==> config.mk <==
export PLATFORM = sky130hd
export DESIGN_NAME = iec_counter
export DESIGN_NICKNAME = d
export VERILOG_FILES = /design/src/rtl/iec_pkg.sv /design/src/rtl/iec_quad_if.sv /design/src/rtl/iec_counter.sv /design/src/rtl/iec_quad_decoder.sv
export SDC_FILE = /design/constraint.sdc
export NUM_CORES = 1
export LEC_CHECK = 0
export BUFFER_PORTS_ARGS = -buffer_cell sky130_fd_sc_hd__buf_2
export CORE_MARGIN = 3
export CORE_UTILIZATION = 50
export DETAILED_ROUTE_END_ITERATION = 8
export HOLD_SLACK_MARGIN = 0.1
export PLACE_DENSITY = 0.73
export SLEW_MARGIN = 20
export SYNTH_ARGS = -nofsm -noshare
export SYNTH_HDL_FRONTEND = slang
export SYNTH_SLANG_ARGS = --single-unit
==> constraint.sdc <==
create_clock -name i_clock -period 13.6 [get_ports i_clock]
set_input_delay 1.36 -clock i_clock [delete_from_list [all_inputs] [get_ports i_clock]]
set_output_delay 1.36 -clock i_clock [all_outputs]
set_load 0.05 [all_outputs]
==> src/rtl/iec_pkg.sv <==
package iec_pkg;
  localparam logic [7:0] IEC_OFS_CTRL = 8'h00;
  localparam logic [7:0] IEC_OFS_FEATURE = 8'h04;
  localparam logic [7:0] IEC_OFS_COUNT1 = 8'h08;
  localparam logic [7:0] IEC_OFS_LATCH = 8'h0C;
  localparam logic [7:0] IEC_OFS_COUNT2 = 8'h10;
  localparam logic [7:0] IEC_OFS_STATUS = 8'h14;

  localparam int IEC_BIT_ZERO_LATCH = 0;
  localparam int IEC_BIT_RISE_LATCH = 3;
  localparam int IEC_BIT_FALL_LATCH = 4;
  localparam int IEC_BIT_DUAL = 5;
  localparam int IEC_BIT_MODE = 15;
  localparam int IEC_BIT_LATCHED = 0;

  localparam logic [7:0] IEC_CTRL_RESET = 8'h00;
  localparam logic [15:0] IEC_FEATURE_RESET = 16'h0000;
  localparam logic [31:0] IEC_COUNT_RESET = 32'h0000_0000;

  localparam logic [1:0] IEC_HTRANS_NONSEQ = 2'h2;
  localparam logic [1:0] IEC_HTRANS_SEQ = 2'h3;

  // one count step; inc and dec never both high
  function automatic logic [31:0] iec_step(input logic [31:0] cnt, input logic inc,
                                           input logic dec);
    if (inc) begin
      return cnt + 32'h0000_0001;
    end else if (dec) begin
      return cnt - 32'h0000_0001;
    end
    return cnt;
  endfunction
endpackage

==> src/rtl/iec_quad_if.sv <==
interface iec_quad_if;
  logic a;
  logic b;
  logic inc;
  logic dec;
  modport decoder (input a, input b, output inc, output dec);
  modport owner (output a, output b, input inc, input dec);
endinterface

==> src/rtl/iec_counter.sv <==
module iec_counter (
  input wire logic i_clock,
  input wire logic i_rst,
  input wire logic i_clk_en,
  input wire logic i_pin_a,
  input wire logic i_pin_b,
  input wire logic i_pin_c,
  input wire logic i_pin_gate,
  input wire logic i_hsel,
  input wire logic [31:0] i_haddr,
  input wire logic [1:0] i_htrans,
  input wire logic i_hwrite,
  input wire logic [2:0] i_hsize,
  input wire logic [31:0] i_hwdata,
  input wire logic i_hready,
  output logic [31:0] o_hrdata,
  output logic o_hreadyout,
  output logic o_hresp,
  output logic [31:0] o_count1,
  output logic [31:0] o_count2,
  output logic [31:0] o_latch
);
  import iec_pkg::*;

  // pin order in the vectors: {gate, c, b, a}
  typedef struct packed {
    logic [3:0] sync1;
    logic [3:0] sync2;
    logic [3:0] prev;
    logic [7:0] ctrl;
    logic [15:0] feature;
    logic latched;
    logic [31:0] count1;
    logic [31:0] count2;
    logic [31:0] latch;
    logic wr_pend;
    logic [7:0] wr_addr;
    logic [31:0] rdata;
  } iec_state_t;

  // one map for both directions so reads and writes cannot drift apart
  typedef enum logic [2:0] {
    IEC_REG_NONE,
    IEC_REG_CTRL,
    IEC_REG_FEATURE,
    IEC_REG_COUNT1,
    IEC_REG_LATCH,
    IEC_REG_COUNT2,
    IEC_REG_STATUS
  } iec_reg_t;

  function automatic iec_reg_t iec_decode(input logic [7:0] ad);
    iec_reg_t sel;
    sel = IEC_REG_NONE;
    if (ad == IEC_OFS_CTRL) begin
      sel = IEC_REG_CTRL;
    end else if (ad == IEC_OFS_FEATURE) begin
      sel = IEC_REG_FEATURE;
    end else if (ad == IEC_OFS_COUNT1) begin
      sel = IEC_REG_COUNT1;
    end else if (ad == IEC_OFS_LATCH) begin
      sel = IEC_REG_LATCH;
    end else if (ad == IEC_OFS_COUNT2) begin
      sel = IEC_REG_COUNT2;
    end else if (ad == IEC_OFS_STATUS) begin
      sel = IEC_REG_STATUS;
    end
    return sel;
  endfunction

  iec_state_t s_q;
  iec_state_t s_d;

  iec_quad_if q1 ();
  iec_quad_if q2 ();

  logic counter_mode;
  logic dual;
  logic a_now, b_now, c_now, g_now;
  logic c_rise, g_rise, g_fall, a_rise;
  logic cnt_inc, cnt_dec;
  logic latch_hit;
  logic addr_phase;
  logic [7:0] addr;
  logic wr_latched_clr;
  iec_reg_t wr_sel;
  iec_reg_t rd_sel;

  assign counter_mode = s_q.feature[IEC_BIT_MODE];
  assign dual = s_q.ctrl[IEC_BIT_DUAL];
  assign a_now = s_q.sync2[0];
  assign b_now = s_q.sync2[1];
  assign c_now = s_q.sync2[2];
  assign g_now = s_q.sync2[3];
  assign a_rise = a_now & ~s_q.prev[0];
  assign c_rise = c_now & ~s_q.prev[2];
  assign g_rise = g_now & ~s_q.prev[3];
  assign g_fall = ~g_now & s_q.prev[3];

  // in dual mode pin c carries A2 and the gate pin carries B2
  assign q1.a = a_now;
  assign q1.b = b_now;
  assign q2.a = c_now;
  assign q2.b = g_now;

  iec_quad_decoder u_dec1 (
    .i_clock(i_clock),
    .i_rst(i_rst),
    .i_clk_en(i_clk_en),
    .q(q1.decoder)
  );

  iec_quad_decoder u_dec2 (
    .i_clock(i_clock),
    .i_rst(i_rst),
    .i_clk_en(i_clk_en),
    .q(q2.decoder)
  );

  always_comb begin
    if (counter_mode) begin
      cnt_inc = a_rise & c_now & ~b_now;
      cnt_dec = a_rise & c_now & b_now;
    end else begin
      cnt_inc = q1.inc;
      cnt_dec = q1.dec;
    end
  end

  // no latch sources in counter mode or on the two-encoder variant
  always_comb begin
    latch_hit = 1'b0;
    if (!counter_mode && !dual) begin
      latch_hit = (s_q.ctrl[IEC_BIT_ZERO_LATCH] & c_rise)
                | (s_q.ctrl[IEC_BIT_RISE_LATCH] & g_rise)
                | (s_q.ctrl[IEC_BIT_FALL_LATCH] & g_fall);
    end
  end

  assign addr_phase = i_hsel & i_hready
                    & ((i_htrans == IEC_HTRANS_NONSEQ) | (i_htrans == IEC_HTRANS_SEQ));
  assign addr = i_haddr[7:0];
  assign wr_sel = iec_decode(s_q.wr_addr);
  assign rd_sel = iec_decode(addr);
  assign wr_latched_clr = s_q.wr_pend & (wr_sel == IEC_REG_STATUS)
                        & i_hwdata[IEC_BIT_LATCHED];

  always_comb begin
    s_d = s_q;
    s_d.sync1 = {i_pin_gate, i_pin_c, i_pin_b, i_pin_a};
    s_d.sync2 = s_q.sync1;
    s_d.prev = s_q.sync2;
    s_d.count1 = iec_step(s_q.count1, cnt_inc, cnt_dec);
    s_d.count2 = (dual && !counter_mode) ? iec_step(s_q.count2, q2.inc, q2.dec) : s_q.count2;
    // latch takes the count as it stood before this cycle's step
    if (latch_hit) begin
      s_d.latch = s_q.count1;
    end
    // set wins over a clear in the same cycle
    if (wr_latched_clr) begin
      s_d.latched = 1'b0;
    end
    if (latch_hit) begin
      s_d.latched = 1'b1;
    end
    s_d.wr_pend = 1'b0;
    if (s_q.wr_pend) begin
      if (wr_sel == IEC_REG_CTRL) begin
        s_d.ctrl = i_hwdata[7:0];
      end else if (wr_sel == IEC_REG_FEATURE) begin
        s_d.feature = i_hwdata[15:0];
      end
    end
    if (addr_phase) begin
      s_d.wr_pend = i_hwrite;
      s_d.wr_addr = addr;
      s_d.rdata = 32'h0000_0000;
      if (!i_hwrite) begin
        if (rd_sel == IEC_REG_CTRL) begin
          s_d.rdata = {24'h00_0000, s_q.ctrl};
        end else if (rd_sel == IEC_REG_FEATURE) begin
          s_d.rdata = {16'h0000, s_q.feature};
        end else if (rd_sel == IEC_REG_COUNT1) begin
          s_d.rdata = s_q.count1;
        end else if (rd_sel == IEC_REG_LATCH) begin
          s_d.rdata = s_q.latch;
        end else if (rd_sel == IEC_REG_COUNT2) begin
          s_d.rdata = s_q.count2;
        end else if (rd_sel == IEC_REG_STATUS) begin
          s_d.rdata = {27'h0, s_q.sync2, s_q.latched};
        end
      end
    end
  end

  always_ff @(posedge i_clock) begin
    if (i_rst) begin
      s_q <= '0;
      s_q.ctrl <= IEC_CTRL_RESET;
      s_q.feature <= IEC_FEATURE_RESET;
      s_q.count1 <= IEC_COUNT_RESET;
      s_q.count2 <= IEC_COUNT_RESET;
      s_q.latch <= IEC_COUNT_RESET;
    end else if (i_clk_en) begin
      s_q <= s_d;
    end
  end

  // stall the bus while the block is frozen
  assign o_hreadyout = i_clk_en;
  assign o_hresp = 1'b0;
  assign o_hrdata = s_q.rdata;
  assign o_count1 = s_q.count1;
  assign o_count2 = s_q.count2;
  assign o_latch = s_q.latch;
endmodule

==> src/rtl/iec_quad_decoder.sv <==
module iec_quad_decoder (
  input wire logic i_clock,
  input wire logic i_rst,
  input wire logic i_clk_en,
  iec_quad_if.decoder q
);
  import iec_pkg::*;

  typedef struct packed {
    logic [1:0] prev;
  } iec_dec_state_t;

  iec_dec_state_t s_q;
  iec_dec_state_t s_d;
  logic [1:0] cur;

  assign cur = {q.a, q.b};

  // forward order 00-01-11-10 counts up, reverse counts down; double steps dropped
  always_comb begin
    s_d = s_q;
    s_d.prev = cur;
    q.inc = 1'b0;
    q.dec = 1'b0;
    case ({s_q.prev, cur})
      4'b0001, 4'b0111, 4'b1110, 4'b1000: q.inc = i_clk_en;
      4'b0010, 4'b1011, 4'b1101, 4'b0100: q.dec = i_clk_en;
      default: ;
    endcase
  end

  always_ff @(posedge i_clock) begin
    if (i_rst) begin
      s_q <= '0;
    end else if (i_clk_en) begin
      s_q <= s_d;
    end
  end
endmodule

==> results.txt, run 1 <==
* Die footprint: 23500 um2
* Max cap viols: 0
- In this run the deepest clock path goes through 2 buffers.
- Initial Util: 51.4%
- The worst setup path is captured at a flip-flop.
* Placed Cells incl. Taps: 1599
- Vias in the first global route: 9000
- The total count of max-transition violations in the final report came to 0.
- Skew-Pair Late Insertion Delay: 0.43 ns
* Non-Filler Instances: 1632
* Wire length of the first global-routing pass: 47500 um
* Chip Height: 153 um
- In this run the horizontal extent of the chip is 153 um.
- The run finished, with violations left.
- Detailed placer's ending HPWL: 20900 um
- Of all flip-flops after synthesis, the portion carrying an async set or reset was 0%.
* Library cell appearing most often on the critical path: sky130_fd_sc_hd__o21ai_0
- The tree is rooted in a sky130_fd_sc_hd__clkbuf_16.
- For the worst flop-to-flop path, the logic depth is 15.
- The synthesized netlist occupies a cell area of 10900 um2.
- The setup path with the least slack is of type in2reg.
- Final Skew: 0.0129 ns
- Setup slack on the critical path of the routed design comes to 9.06 ns.
- Final number of setup-violating endpoints: 0
- The first detailed-routing pass took 9 iterations.
* Quantity of I/O buffers inserted on ports: 163
- Traced cell by cell, the critical path runs through buf_2 -> nand2b_1 -> nor2_1 -> a21oi_2 -> buf_4 -> ha_1 -> a2111oi_0 -> a211oi_1 -> o21ai_1 -> o21ai_0 -> a21boi_0 -> o21bai_1 -> a21oi_1 -> xor2_1 -> o21ai_0.
- In the final layout, the share of cells above drive strength 1 is 16.9%.
- In the synthesized netlist, the number of instances is 1335.
* Worst hold path type: reg2reg
- In this run, synthesis inferred 0 flip-flops with an integrated enable.
* Least-Margin Pin Slew: 1.15 ns
- After detailed routing, the average wire length per cell comes to 17.9 um.
- Biggest fanout along the worst timing path: 33
- Post-synth top flop: sky130_fd_sc_hd__dfxtp_1
- Summing the sequential cell areas from Yosys gives 32.1% of the chip area.
* Delay-heaviest family, CP: compound AO/OA/AOI/OAI gates
- Nets: 1484
- After clock tree synthesis, the clock-pin slew on the worst setup and hold paths is 0.07 ns.
- Global routing consumed, over all layers together, 24.4% of the routing resources.
* Total Neg Setup Slack: 0 ns
* DRC violation count after routing: 5
- Reported leakage power: 5.15 nW
- Yosys mapped the design onto 70 distinct sky130hd cell types.
- The routed layout has 9521 vias.
- Number of standard-cell rows in the floorplan: 53
- Wires add up to 29200 um.
- Together, buffers and inverters on the worst path number 2.
- Entering global routing, the biggest net connects 91 pins.
* Hold bufs inserted after CTS: 0
- Maximum level of the CTS H-tree: 4
- For this run, the slowest stage of the critical path takes 0.48 ns.
* Failing checks: DRC
* Number of clock sinks: 174
- Averaged over all synthesized cells, the footprint is 8.14 um2.
- Prior to clock tree synthesis, the placed netlist has a worst setup slack of 8.70 ns.
- Measured against its own limit, the worst slew margin works out to 22.8%.
* Net count after synthesis: 1476
* Warning count from the yosys run: 0
- The routed design could run at a clock period as short as 4.54 ns.
- Peak Freq: 0.220 GHz
- STA puts the critical path data required time at 13.90 ns.
- WP depth: 15
* Element type at the critical path start: primary input
- The worst hold path was traced through 2 stages.
- Pin placement for this block handled 209 I/O pins.
* Post-cts gate resize count: 0
- Number of register bits inferred by synthesis: 174
- Summing internal, switching and leakage power gives 1.32 mW.
- CTS tree: yes
- For this run the aggregate overflow at the end of global routing stands at 0.
- Routability cong.: 0.888
- For this block, the initial DRC count from the detailed router was 882.
- In this run the remaining antenna-violating nets after routing total 0.
* Maximum ir drop on the vdd rail: 0.0717 mV
- Number of buffers inserted during clock tree synthesis: 17
- Layout Area Growth over Synthesis: 6.51%
* Number of antenna violations at the first check in global routing: 1
- The total count of hold-check failures in the final report is 0.
- The core region is 21200 um2.
- Cell type of the slowest stage on the worst timing path: sky130_fd_sc_hd__a2111oi_0
- Buffers inserted by post-CTS timing repair: 0
- Final worst-path cycle share: 33.4%
- Power density cells: 114 nW/um2
- STA puts the critical path data arrival time at 4.84 ns.
- Setup repair after global routing left no endpoint under its margin.
- Vias per std cell: 5.83
==> worst min-delay path, cell delays in order (launching register included) <==
cell and delay, ns:
sky130_fd_sc_hd__dfxtp_1 0.31, sky130_fd_sc_hd__nand2_1 0.05, sky130_fd_sc_hd__a21oi_1 0.05
==> final timing paths <==
| kind | startpoint | to | slack [ns] |
|---|---|---|---|
| max | i_clk_en | o_count1[20] | 9.06 |
| min | s_q[38] | s_q[38] | 0.46 |
| max reg2reg | c_now | o_count2[28] | 9.82 |
| min reg2reg | s_q[38] | s_q[38] | 0.46 |
==> cell families after synthesis <==
logic type      after synthesis  synth area share [%]
fa+ha+maj                    62                  7.28
mux                          72                  6.65
other cells                   1                0.0345
buf+inv                     217                  12.0
flops                       174                  32.1
compound gates              345                  21.0
xor+xnor                     38                  3.06
simple gates                426                  17.9
==> where the power goes <==
| group | internal [mW] | switching [mW] | total [mW] |
|---|---|---|---|
| Combinational | 0.112 | 0.171 | 0.284 |
| Clock | 0.268 | 0.231 | 0.500 |
| Sequential | 0.519 | 0.0165 | 0.536 |
| Total | 0.900 | 0.419 | 1.32 |
==> flip-flops by register name, indices dropped and copies added (netlist names), 4 cells and up <==
name / cells
o_count2: 32
o_latch: 32
o_count1: 32
s_q: 34
s_d: 4
o_hrdata: 32
==> Yosys cell counts (7+ instances only) <==
cell type | number | area, um2
sky130_fd_sc_hd__a211oi_1 | 14 | 105
sky130_fd_sc_hd__a21o_1 | 23 | 173
sky130_fd_sc_hd__a21oi_1 | 135 | 676
sky130_fd_sc_hd__a221oi_1 | 18 | 158
sky130_fd_sc_hd__a222oi_1 | 17 | 170
sky130_fd_sc_hd__a31oi_1 | 7 | 43.8
sky130_fd_sc_hd__and3_1 | 7 | 43.8
sky130_fd_sc_hd__buf_4 | 130 | 976
sky130_fd_sc_hd__clkbuf_1 | 48 | 180
sky130_fd_sc_hd__dfxtp_1 | 174 | 3480
sky130_fd_sc_hd__ha_1 | 60 | 751
sky130_fd_sc_hd__inv_1 | 31 | 116
sky130_fd_sc_hd__mux2i_1 | 71 | 711
sky130_fd_sc_hd__nand2_1 | 112 | 420
sky130_fd_sc_hd__nand2b_1 | 10 | 62.6
sky130_fd_sc_hd__nand3_1 | 28 | 140
sky130_fd_sc_hd__nand3b_1 | 7 | 52.6
sky130_fd_sc_hd__nand4_1 | 10 | 62.6
sky130_fd_sc_hd__nor2_1 | 168 | 631
sky130_fd_sc_hd__nor2b_1 | 8 | 50.1
sky130_fd_sc_hd__nor3_1 | 34 | 170
sky130_fd_sc_hd__nor4_1 | 10 | 62.6
sky130_fd_sc_hd__o21a_1 | 15 | 113
sky130_fd_sc_hd__o21ai_0 | 37 | 185
sky130_fd_sc_hd__o21bai_1 | 7 | 52.6
sky130_fd_sc_hd__o22ai_1 | 11 | 68.8
sky130_fd_sc_hd__o31a_1 | 7 | 61.3
sky130_fd_sc_hd__or3_1 | 10 | 62.6
sky130_fd_sc_hd__xnor2_1 | 24 | 210
sky130_fd_sc_hd__xor2_1 | 14 | 123
==> metal layers <==
| metal | share of wire [%] | routed length [um] | up-vias | GRT usage, % |
|---|---|---|---|---|
| met5 | 0 | 0 | - | 0 |
| met4 | 2.1 | 622 | 0 | 7.19 |
| met3 | 7.8 | 2290 | 39 | 5.32 |
| met1 | 44 | 12800 | 4471 | 33.0 |
| li1 | - | - | 4683 | - |
| met2 | 46 | 13500 | 328 | 39.3 |
==> final cells by class <==
cell class	instances	area (um2)
Tap cell	275	344
Sequential cell	174	3480
Inverter	31	116
Fill cell	1973	9580
Clock buffer	18	439
Multi-Input combinational cell	944	6110
Clock inverter	14	166
Antenna cell	1	2.50
Timing Repair Buffer	175	908
==> stage by stage <==
stage / cell area [um2] / util [%] / hold WS [ns]
after CTS: 11600 / 54.7 / 0.458
final: 11600 / 54.7 / 0.460
after global routing: 11600 / 54.7 / 0.477
after global placement: 11000 / 51.8 / 0.446
after floorplan: 10900 / - / 0.436
after detailed placement: 11000 / 51.8 / 0.449
==> layout by cell type (no fill, tap or decap), drive strengths merged, types with 17 or more instances in the layout <==
master	netlist	routed
a21o	24	24
a21oi	136	136
a221oi	18	18
a222oi	17	17
buf	138	175
clkbuf	48	18
dfxtp	174	174
ha	60	60
inv	31	39
mux2i	71	71
nand2	112	112
nand3	28	28
nor2	168	168
nor3	36	36
o21ai	44	44
xnor2	24	24
No activity file was read; power rests on OpenSTA's default activity.
==> run 2: changes to the inputs <==
==> constraint.sdc (replaced) <==
create_clock -name i_clock -period 4.5 [get_ports i_clock]
set_input_delay 0.45 -clock i_clock [delete_from_list [all_inputs] [get_ports i_clock]]
set_output_delay 0.45 -clock i_clock [all_outputs]
set_load 0.05 [all_outputs]
==> results.txt, run 2 (synthesized netlist as in run 1, its figures left out) <==
- Result of the run: finished clean (was finished, violations left)
- The smallest clock period supported by the final layout is computed as 3.90 ns.
* Placeable Area: 21200 um2 (unchanged)
- Buffers inserted by post-CTS timing repair: 0 (unchanged)
- I/O pin count: 209 (unchanged)
- Biggest fanout along the worst timing path: 13 (was 33)
- The cell family contributing the most delay on the critical path is compound AO/OA/AOI/OAI gates (unchanged).
* Number of failing hold endpoints at the final stage: 0 (unchanged)
* Total global routing track utilization: 24.6% (was 24.4%)
- The final worst slack was 0.597 ns (was 9.06 ns).
- The standard-cell row count came to 53 (unchanged).
- The number of antenna violations at the first check in global routing came to 1 (unchanged).
- The wire length of the first global-routing pass is 47400 um (was 47500 um).
- The post-layout utilization of the core is 54.8% (was 54.7%).
* Post-CTS clock slew at the launch and capture registers of the worst setup and hold paths: 0.08 ns (was 0.07 ns)
- Final wirelength: 30000 um (was 29200 um)
- The number of cells in the design after placement is 1604 (was 1599).
* Clock Root Buffer: sky130_fd_sc_hd__clkbuf_16 (unchanged)
- The synthesis-to-finish area growth is 6.74% (was 6.51%).
- The later-pin clock latency in the skew report came to 0.44 ns (was 0.43 ns).
* Maximum ir drop on the vdd rail: 0.207 mV (was 0.0717 mV)
- The global route total overflow came to 0 (unchanged).
- The post-cts repair resize count was 0 (unchanged).
- Drt first pass iters: 8 (was 9)
* Vias: 9636 (was 9521)
- Total Neg Setup Slack: 0 ns (unchanged)
* Maximum level of the CTS H-tree: 4 (unchanged)
- Total non-filler cell area in the finished layout: 11600 um2 (about the same)
* Number of buffers inserted during clock tree synthesis: 17 (unchanged)
- The largest net degree at the start of global routing is 96 (was 91).
* Routed wirelength normalized by instance count: 18.3 um (was 17.9 um)
* Least-Margin Pin Slew: 1.04 ns (was 1.15 ns)
- Reported leakage power: 5.17 nW (was 5.15 nW)
- Worst hold path type: in2reg (was reg2reg)
- Commonest cells after routing, fill and taps aside: sky130_fd_sc_hd__dfxtp_1 (174), sky130_fd_sc_hd__nor2_1 (168), sky130_fd_sc_hd__buf_2 (162), sky130_fd_sc_hd__a21oi_1 (134), sky130_fd_sc_hd__nand2_1 (112) (unchanged)
- The area of the die was 23500 um2 (unchanged).
* Chip Height: 153 um (unchanged)
- The biggest cell delay along the critical path was 0.57 ns (was 0.48 ns).
* Die Wd: 153 um (unchanged)
* Flip-flop count of the largest register, all copies and words added: 34 (unchanged)
- Dividing the final minimum period by the clock period gives 86.7%.
- Post-detailed-placement cell area: 11000 um2 (about the same)
* Non-Filler Instances: 1636 (was 1632)
- Initial Util: 51.4% (unchanged)
- The endpoint required time on the critical path was 4.82 ns (was 13.90 ns).
- Element type at the critical path start: flip-flop (was primary input)
* Unrepaired setup endpoints after global routing: no (unchanged)
* Capturing element type of the critical path: flip-flop (unchanged)
- Final number of setup-violating endpoints: 0 (unchanged)
- The number of buffers inserted by port buffering came to 163 (unchanged).
* Nets: 1489 (was 1484)
- Most common library cell in the layout ignoring fill and taps: sky130_fd_sc_hd__dfxtp_1 (unchanged)
* Cell-by-cell trace of the critical path: xnor2_1 -> nor2_1 -> a21oi_2 -> buf_4 -> ha_1 -> nand2_1 -> o21ai_0 -> o21ai_1 -> o211ai_1 -> nand3b_1 -> and3_1 -> o41ai_2 -> xnor2_1 -> o21ai_1 (was buf_2 -> nand2b_1 -> nor2_1 -> a21oi_2 -> buf_4 -> ha_1 -> a2111oi_0 -> a211oi_1 -> o21ai_1 -> o21ai_0 -> a21boi_0 -> o21bai_1 -> a21oi_1 -> xor2_1 -> o21ai_0)
- Slew headroom: 30.9% (was 22.8%)
- Peak Freq: 0.256 GHz
* Cell type of the slowest stage on the worst timing path: sky130_fd_sc_hd__a21oi_2 (was sky130_fd_sc_hd__a2111oi_0)
* Detailed placer's ending HPWL: 21400 um (was 20900 um)
- Power density cells: 345 nW/um2 (was 114 nW/um2)
- Number of max-slew violations in the final report: 0 (unchanged)
- Pre-CTS worst setup slack: 0.634 ns (was 8.70 ns)
- The DRC marker count from the first detailed-route iteration is 856 (was 882).
- Total power of the final layout: 4.00 mW (was 1.32 mW)
- Max Root-Sink Buffers: 2 (unchanged)
- The number of antenna diodes is 0 (was 1).
- The fraction of final layout cells sized beyond drive strength 1 came to 17.1% (was 16.9%).
* Register with the highest flop count: s_q (unchanged)
- Type of the setup path with the least slack: reg2reg (was in2reg)
- Hold bufs inserted after CTS: 0 (unchanged)
* DRC violation count after routing: 0 (was 5)
- Vias in the first global route: 8893 (was 9000)
- Final Skew: 0.0119 ns (was 0.0129 ns)
- The total of max-cap violations was 0 (unchanged).
- The number of buffers and inverters on the critical path came to 1 (was 2).
* Number of clock sinks: 174 (unchanged)
* CTS tree: yes (unchanged)
- The final weighted congestion in routability-driven placement was 0.925 (was 0.888).
* Vias per std cell: 5.89 (was 5.83)
* Tightest hold margin: 0.240 ns (was 0.460 ns)
- The post-route antenna net violation count was 0 (unchanged).
- The data arrival time at the worst-slack endpoint was 4.22 ns (was 4.84 ns).
run 2: worst min-delay path, stage by stage:
cell and delay (ns):
sky130_fd_sc_hd__buf_2 0.07, sky130_fd_sc_hd__mux2i_1 0.05, sky130_fd_sc_hd__nor2_1 0.07
run 2: layout make-up:
type	instances	area (um2)
fillers	1959	9560
multi-input cells	944	6110
flip-flops and latches	174	3480
repair buffers	180	946
clock buffers	18	429
well taps	275	344
clock inverters	14	166
inverters	31	116
run 2: worst paths after layout:
| path | from | end | slack, ns | cells past startpoint |
|---|---|---|---|---|
| min | i_pin_a | s_d[166] | 0.24 | 3 |
| max reg2reg | b_now | o_count1[30] | 0.60 | 14 |
| max | b_now | o_count1[30] | 0.60 | 14 |
| min reg2reg | s_q[33] | s_q[33] | 0.46 | 2 |
run 2: metal layers:
metal	vias up	global-route usage [%]	wire, um
li1	4708	-	-
met1	4575	32.6	13300
met2	299	39.2	13900
met3	52	6.14	2090
met4	2	8.33	716
met5	-	0	12
run 2: where the power goes:
| group | total (mW) | internal [mW] | switching [mW] |
|---|---|---|---|
| combinational | 0.864 | 0.340 | 0.523 |
| sequential | 1.62 | 1.57 | 0.0511 |
| clock | 1.51 | 0.796 | 0.719 |
| total | 4.00 | 2.70 | 1.29 |
==> run 3: changes to the inputs <==
--- a/config.mk
+++ b/config.mk
@@ -6,7 +6,6 @@
 export NUM_CORES = 1
 export LEC_CHECK = 0
 export BUFFER_PORTS_ARGS = -buffer_cell sky130_fd_sc_hd__buf_2
-export CORE_MARGIN = 3
 export CORE_UTILIZATION = 50
 export DETAILED_ROUTE_END_ITERATION = 8
 export HOLD_SLACK_MARGIN = 0.1
==> constraint.sdc (replaced) <==
create_clock -name i_clock -period 5.1 [get_ports i_clock]
set_input_delay 0.51 -clock i_clock [delete_from_list [all_inputs] [get_ports i_clock]]
set_output_delay 0.51 -clock i_clock [all_outputs]
set_load 0.05 [all_outputs]
==> results.txt, run 3 (synthesized netlist as in run 1, its figures left out) <==
* Number of standard-cell rows in the floorplan: 53 (unchanged)
- Vias in the first global route: 8799 (was 8893)
- Cell-by-cell trace of the critical path: xor2_1 -> nor2_1 -> nand2_1 -> inv_1 -> fa_1 -> and2b_1 -> o21a_2 -> o21ai_2 -> a2111oi_4 -> o21ai_2 -> o211ai_2 -> o31ai_1 -> or4b_1 -> a31oi_1 (was xnor2_1 -> nor2_1 -> a21oi_2 -> buf_4 -> ha_1 -> nand2_1 -> o21ai_0 -> o21ai_1 -> o211ai_1 -> nand3b_1 -> and3_1 -> o41ai_2 -> xnor2_1 -> o21ai_1)
- The endpoint required time on the critical path is 5.46 ns (was 4.82 ns).
* Wire length of the first global-routing pass: 46000 um (was 47400 um)
- The number of nets in the layout was 1485 (was 1489).
- Final wirelength: 29100 um (was 30000 um)
- The fraction of final layout cells sized beyond drive strength 1 was 16.9% (was 17.1%).
* Routability cong.: 0.925 (about the same)
- The total of max-cap violations is 0 (unchanged).
* Total Neg Setup Slack: 0 ns (unchanged)
- Buf/Inv on CP: 1 (unchanged)
* Vias per std cell: 5.93 (was 5.89)
* Chip Height: 149 um (was 153 um)
- The maximum achievable frequency came to 0.249 GHz (was 0.256 GHz).
- Cell type of the slowest stage on the worst timing path: sky130_fd_sc_hd__nand2_1 (was sky130_fd_sc_hd__a21oi_2)
* Number of antenna violations at the first check in global routing: 0 (was 1)
* Worst hold path type: in2reg (unchanged)
- Number of failing hold endpoints at the final stage: 0 (unchanged)
- The depth of the worst register-to-register path came to 14 (unchanged).
* Die footprint: 22300 um2 (was 23500 um2)
- Type of the setup path with the least slack: reg2reg (unchanged)
- The largest clock skew in the final design was 0.0142 ns (was 0.0119 ns).
- Quantity of I/O buffers inserted on ports: 163 (unchanged)
- Period minus WS final: 4.02 ns (was 3.90 ns)
- Unrepaired setup endpoints after global routing: no (unchanged).
- The clock tree from TritonCTS is yes (unchanged).
- The count of filler cells inserted in the layout is 1989 (was 1959).
* Min-Delay Endpoint: s_d[169] (was s_d[166])
* Maximum ir drop on the vdd rail: 0.174 mV (was 0.207 mV)
* Hold path startpoint: i_pin_gate (was i_pin_a)
* Placeable Area: 21200 um2 (unchanged)
- Max Root-Sink Buffers: 2 (unchanged)
- WP depth: 14 (unchanged)
- The biggest cell delay along the critical path came to 0.64 ns (was 0.57 ns).
- Drt first pass iters: 6 (was 8)
- The overall track demand over capacity in global routing came to 26.2% (was 24.6%).
- The setup fix buffers added after clock tree synthesis is 0 (unchanged).
- Biggest fanout along the worst timing path: 22 (was 13)
- Post-detailed-route count of antenna-violating nets: 0 (unchanged)
- Flip-flop count of the largest register, all copies and words added: 34 (unchanged)
* Initial Util: 51.4% (unchanged)
* Hold bufs inserted after CTS: 0 (unchanged)
- The later-pin clock latency in the skew report came to 0.44 ns (about the same).
- The global route total overflow was 0 (unchanged).
* Layout Area Growth over Synthesis: 6.65% (was 6.74%)
* Number of buffers inserted during clock tree synthesis: 17 (unchanged)
- Final worst-path cycle share: 78.8% (was 86.7%)
- The hold-critical path depth came to 3 (unchanged).
- Die Wd: 149 um (was 153 um)
- Post-CTS clock slew at the launch and capture registers of the worst setup and hold paths: 0.08 ns (about the same)
- Most common library cell in the layout ignoring fill and taps: sky130_fd_sc_hd__dfxtp_1 (unchanged)
* Maximum level of the CTS H-tree: 4 (unchanged)
- The final worst slack is 1.08 ns (was 0.597 ns).
* Number of clock sinks: 174 (unchanged)
- Maximum number of pins on one net before global-route repair: 92 (was 96)
- The normalized max-slew margin was 25.8% (was 30.9%).
* Register with the highest flop count: s_q (unchanged)
- Core utilization of the finished layout: 54.8% (about the same)
* DRC violation count after routing: 0 (unchanged)
- Routed wirelength normalized by instance count: 17.8 um (was 18.3 um)
* Number of max-slew violations in the final report: 0 (unchanged)
- Pre-CTS worst setup slack: 1.09 ns (was 0.634 ns)
- Iteration-0 DRC count of the detailed router: 724 (was 856)
- The cell family contributing the most delay on the critical path is simple AND/OR/NAND/NOR gates (was compound AO/OA/AOI/OAI gates).
- Diodes inserted: 0 (unchanged)
* End of the worst register-to-register path: o_count2[28] (was o_count1[30])
- Post-cts gate resize count: 0 (unchanged)
- Clock Root Buffer: sky130_fd_sc_hd__clkbuf_16 (unchanged)
- The data arrival time at the worst-slack endpoint came to 4.38 ns (was 4.22 ns).
- Commonest cells after routing, fill and taps aside: sky130_fd_sc_hd__dfxtp_1 (174), sky130_fd_sc_hd__nor2_1 (168), sky130_fd_sc_hd__buf_2 (162), sky130_fd_sc_hd__a21oi_1 (134), sky130_fd_sc_hd__nand2_1 (112) (unchanged)
- The kind of end point of the critical path was a flip-flop (unchanged).
- The half-perimeter wire length after placement is 20600 um (was 21400 um).
* Vias: 9674 (was 9636)
* Element type at the critical path start: flip-flop (unchanged)
- The worst reg-to-reg setup slack is 1.08 ns (was 0.60 ns).
* I/O pin count: 209 (unchanged)
* Source of the worst register-to-register timing path: c_now (was b_now)
- The most numerous cell type found on the critical path is sky130_fd_sc_hd__o21ai_2.
- Power density cells: 302 nW/um2 (was 345 nW/um2)
* Final number of setup-violating endpoints: 0 (unchanged)
* Placed Cells incl. Taps: 1600 (was 1604)
* Least-Margin Pin Slew: 1.10 ns (was 1.04 ns)
* Result of the run: finished clean (unchanged)
- Non-Filler Instances: 1632 (was 1636)
- The standby leakage power was 5.15 nW (was 5.17 nW).
[run 3: cell types whose count changed in the layout (fill, tap and decap cells not counted)]
cell | previous run | this run
sky130_fd_sc_hd__nor4_2 | 1 | 0
sky130_fd_sc_hd__inv_8 | 5 | 4
sky130_fd_sc_hd__bufinv_16 | 1 | 0
sky130_fd_sc_hd__buf_4 | 18 | 14
sky130_fd_sc_hd__nor4_4 | 0 | 1
sky130_fd_sc_hd__inv_12 | 0 | 1
sky130_fd_sc_hd__clkinv_8 | 2 | 5
sky130_fd_sc_hd__clkbuf_1 | 1 | 0
sky130_fd_sc_hd__inv_6 | 3 | 2
[run 3: area by class of cell]
class,instances,area (um2),area share (%)
Multi-Input combinational cell,944,6120,52.8
Sequential cell,174,3480,30.1
Timing Repair Buffer,176,916,7.90
Clock buffer,17,425,3.67
Tap cell,275,344,2.97
Clock inverter,15,181,1.57
Inverter,31,116,1.00
[run 3: through the flow]
stage	instance area, um2	hold WS, ns	power [mW]
detailed placement	11000	0.446	2.20
floorplan	10900	0.436	2.08
CTS	11600	0.290	3.51
finish	11600	0.301	3.50
global placement	11000	0.444	2.19
global route	11600	0.296	3.66
[run 3: worst max path at each step]
| stage | startpoint | end | slack [ns] |
|---|---|---|---|
| after floorplan | i_clk_en | o_count1[31] | 0.82 |
| after global placement | i_clk_en | o_count1[31] | 1.10 |
| after detailed placement | i_clk_en | o_count1[31] | 1.09 |
| after CTS | c_now | o_count2[28] | 1.07 |
| after global routing | c_now | o_count2[28] | 0.79 |
| final | c_now | o_count2[28] | 1.08 |
[run 3: report_power, final]
group | total, mW | switching (mW) | internal (mW)
clock | 1.31 | 0.644 | 0.666
sequential | 1.43 | 0.0454 | 1.38
combinational | 0.760 | 0.461 | 0.299
[run 3: worst reg2reg max path, stage by stage, from the launching register on]
cell,delay (ns)
sky130_fd_sc_hd__dfxtp_1,0.45
sky130_fd_sc_hd__xor2_1,0.26
sky130_fd_sc_hd__nor2_1,0.06
sky130_fd_sc_hd__nand2_1,0.64
sky130_fd_sc_hd__inv_1,0.14
sky130_fd_sc_hd__fa_1,0.41
sky130_fd_sc_hd__and2b_1,0.22
sky130_fd_sc_hd__o21a_2,0.14
sky130_fd_sc_hd__o21ai_2,0.10
sky130_fd_sc_hd__a2111oi_4,0.43
sky130_fd_sc_hd__o21ai_2,0.15
sky130_fd_sc_hd__o211ai_2,0.18
sky130_fd_sc_hd__o31ai_1,0.15
sky130_fd_sc_hd__or4b_1,0.48
sky130_fd_sc_hd__a31oi_1,0.13
[run 3: routing by layer]
layer,track usage (%),vias up,wire length (um)
met1,35.9,4595,13200
met4,8.21,0,652
li1,-,4687,-
met2,41.6,345,13200
met3,4.53,47,1970
met5,0,-,0
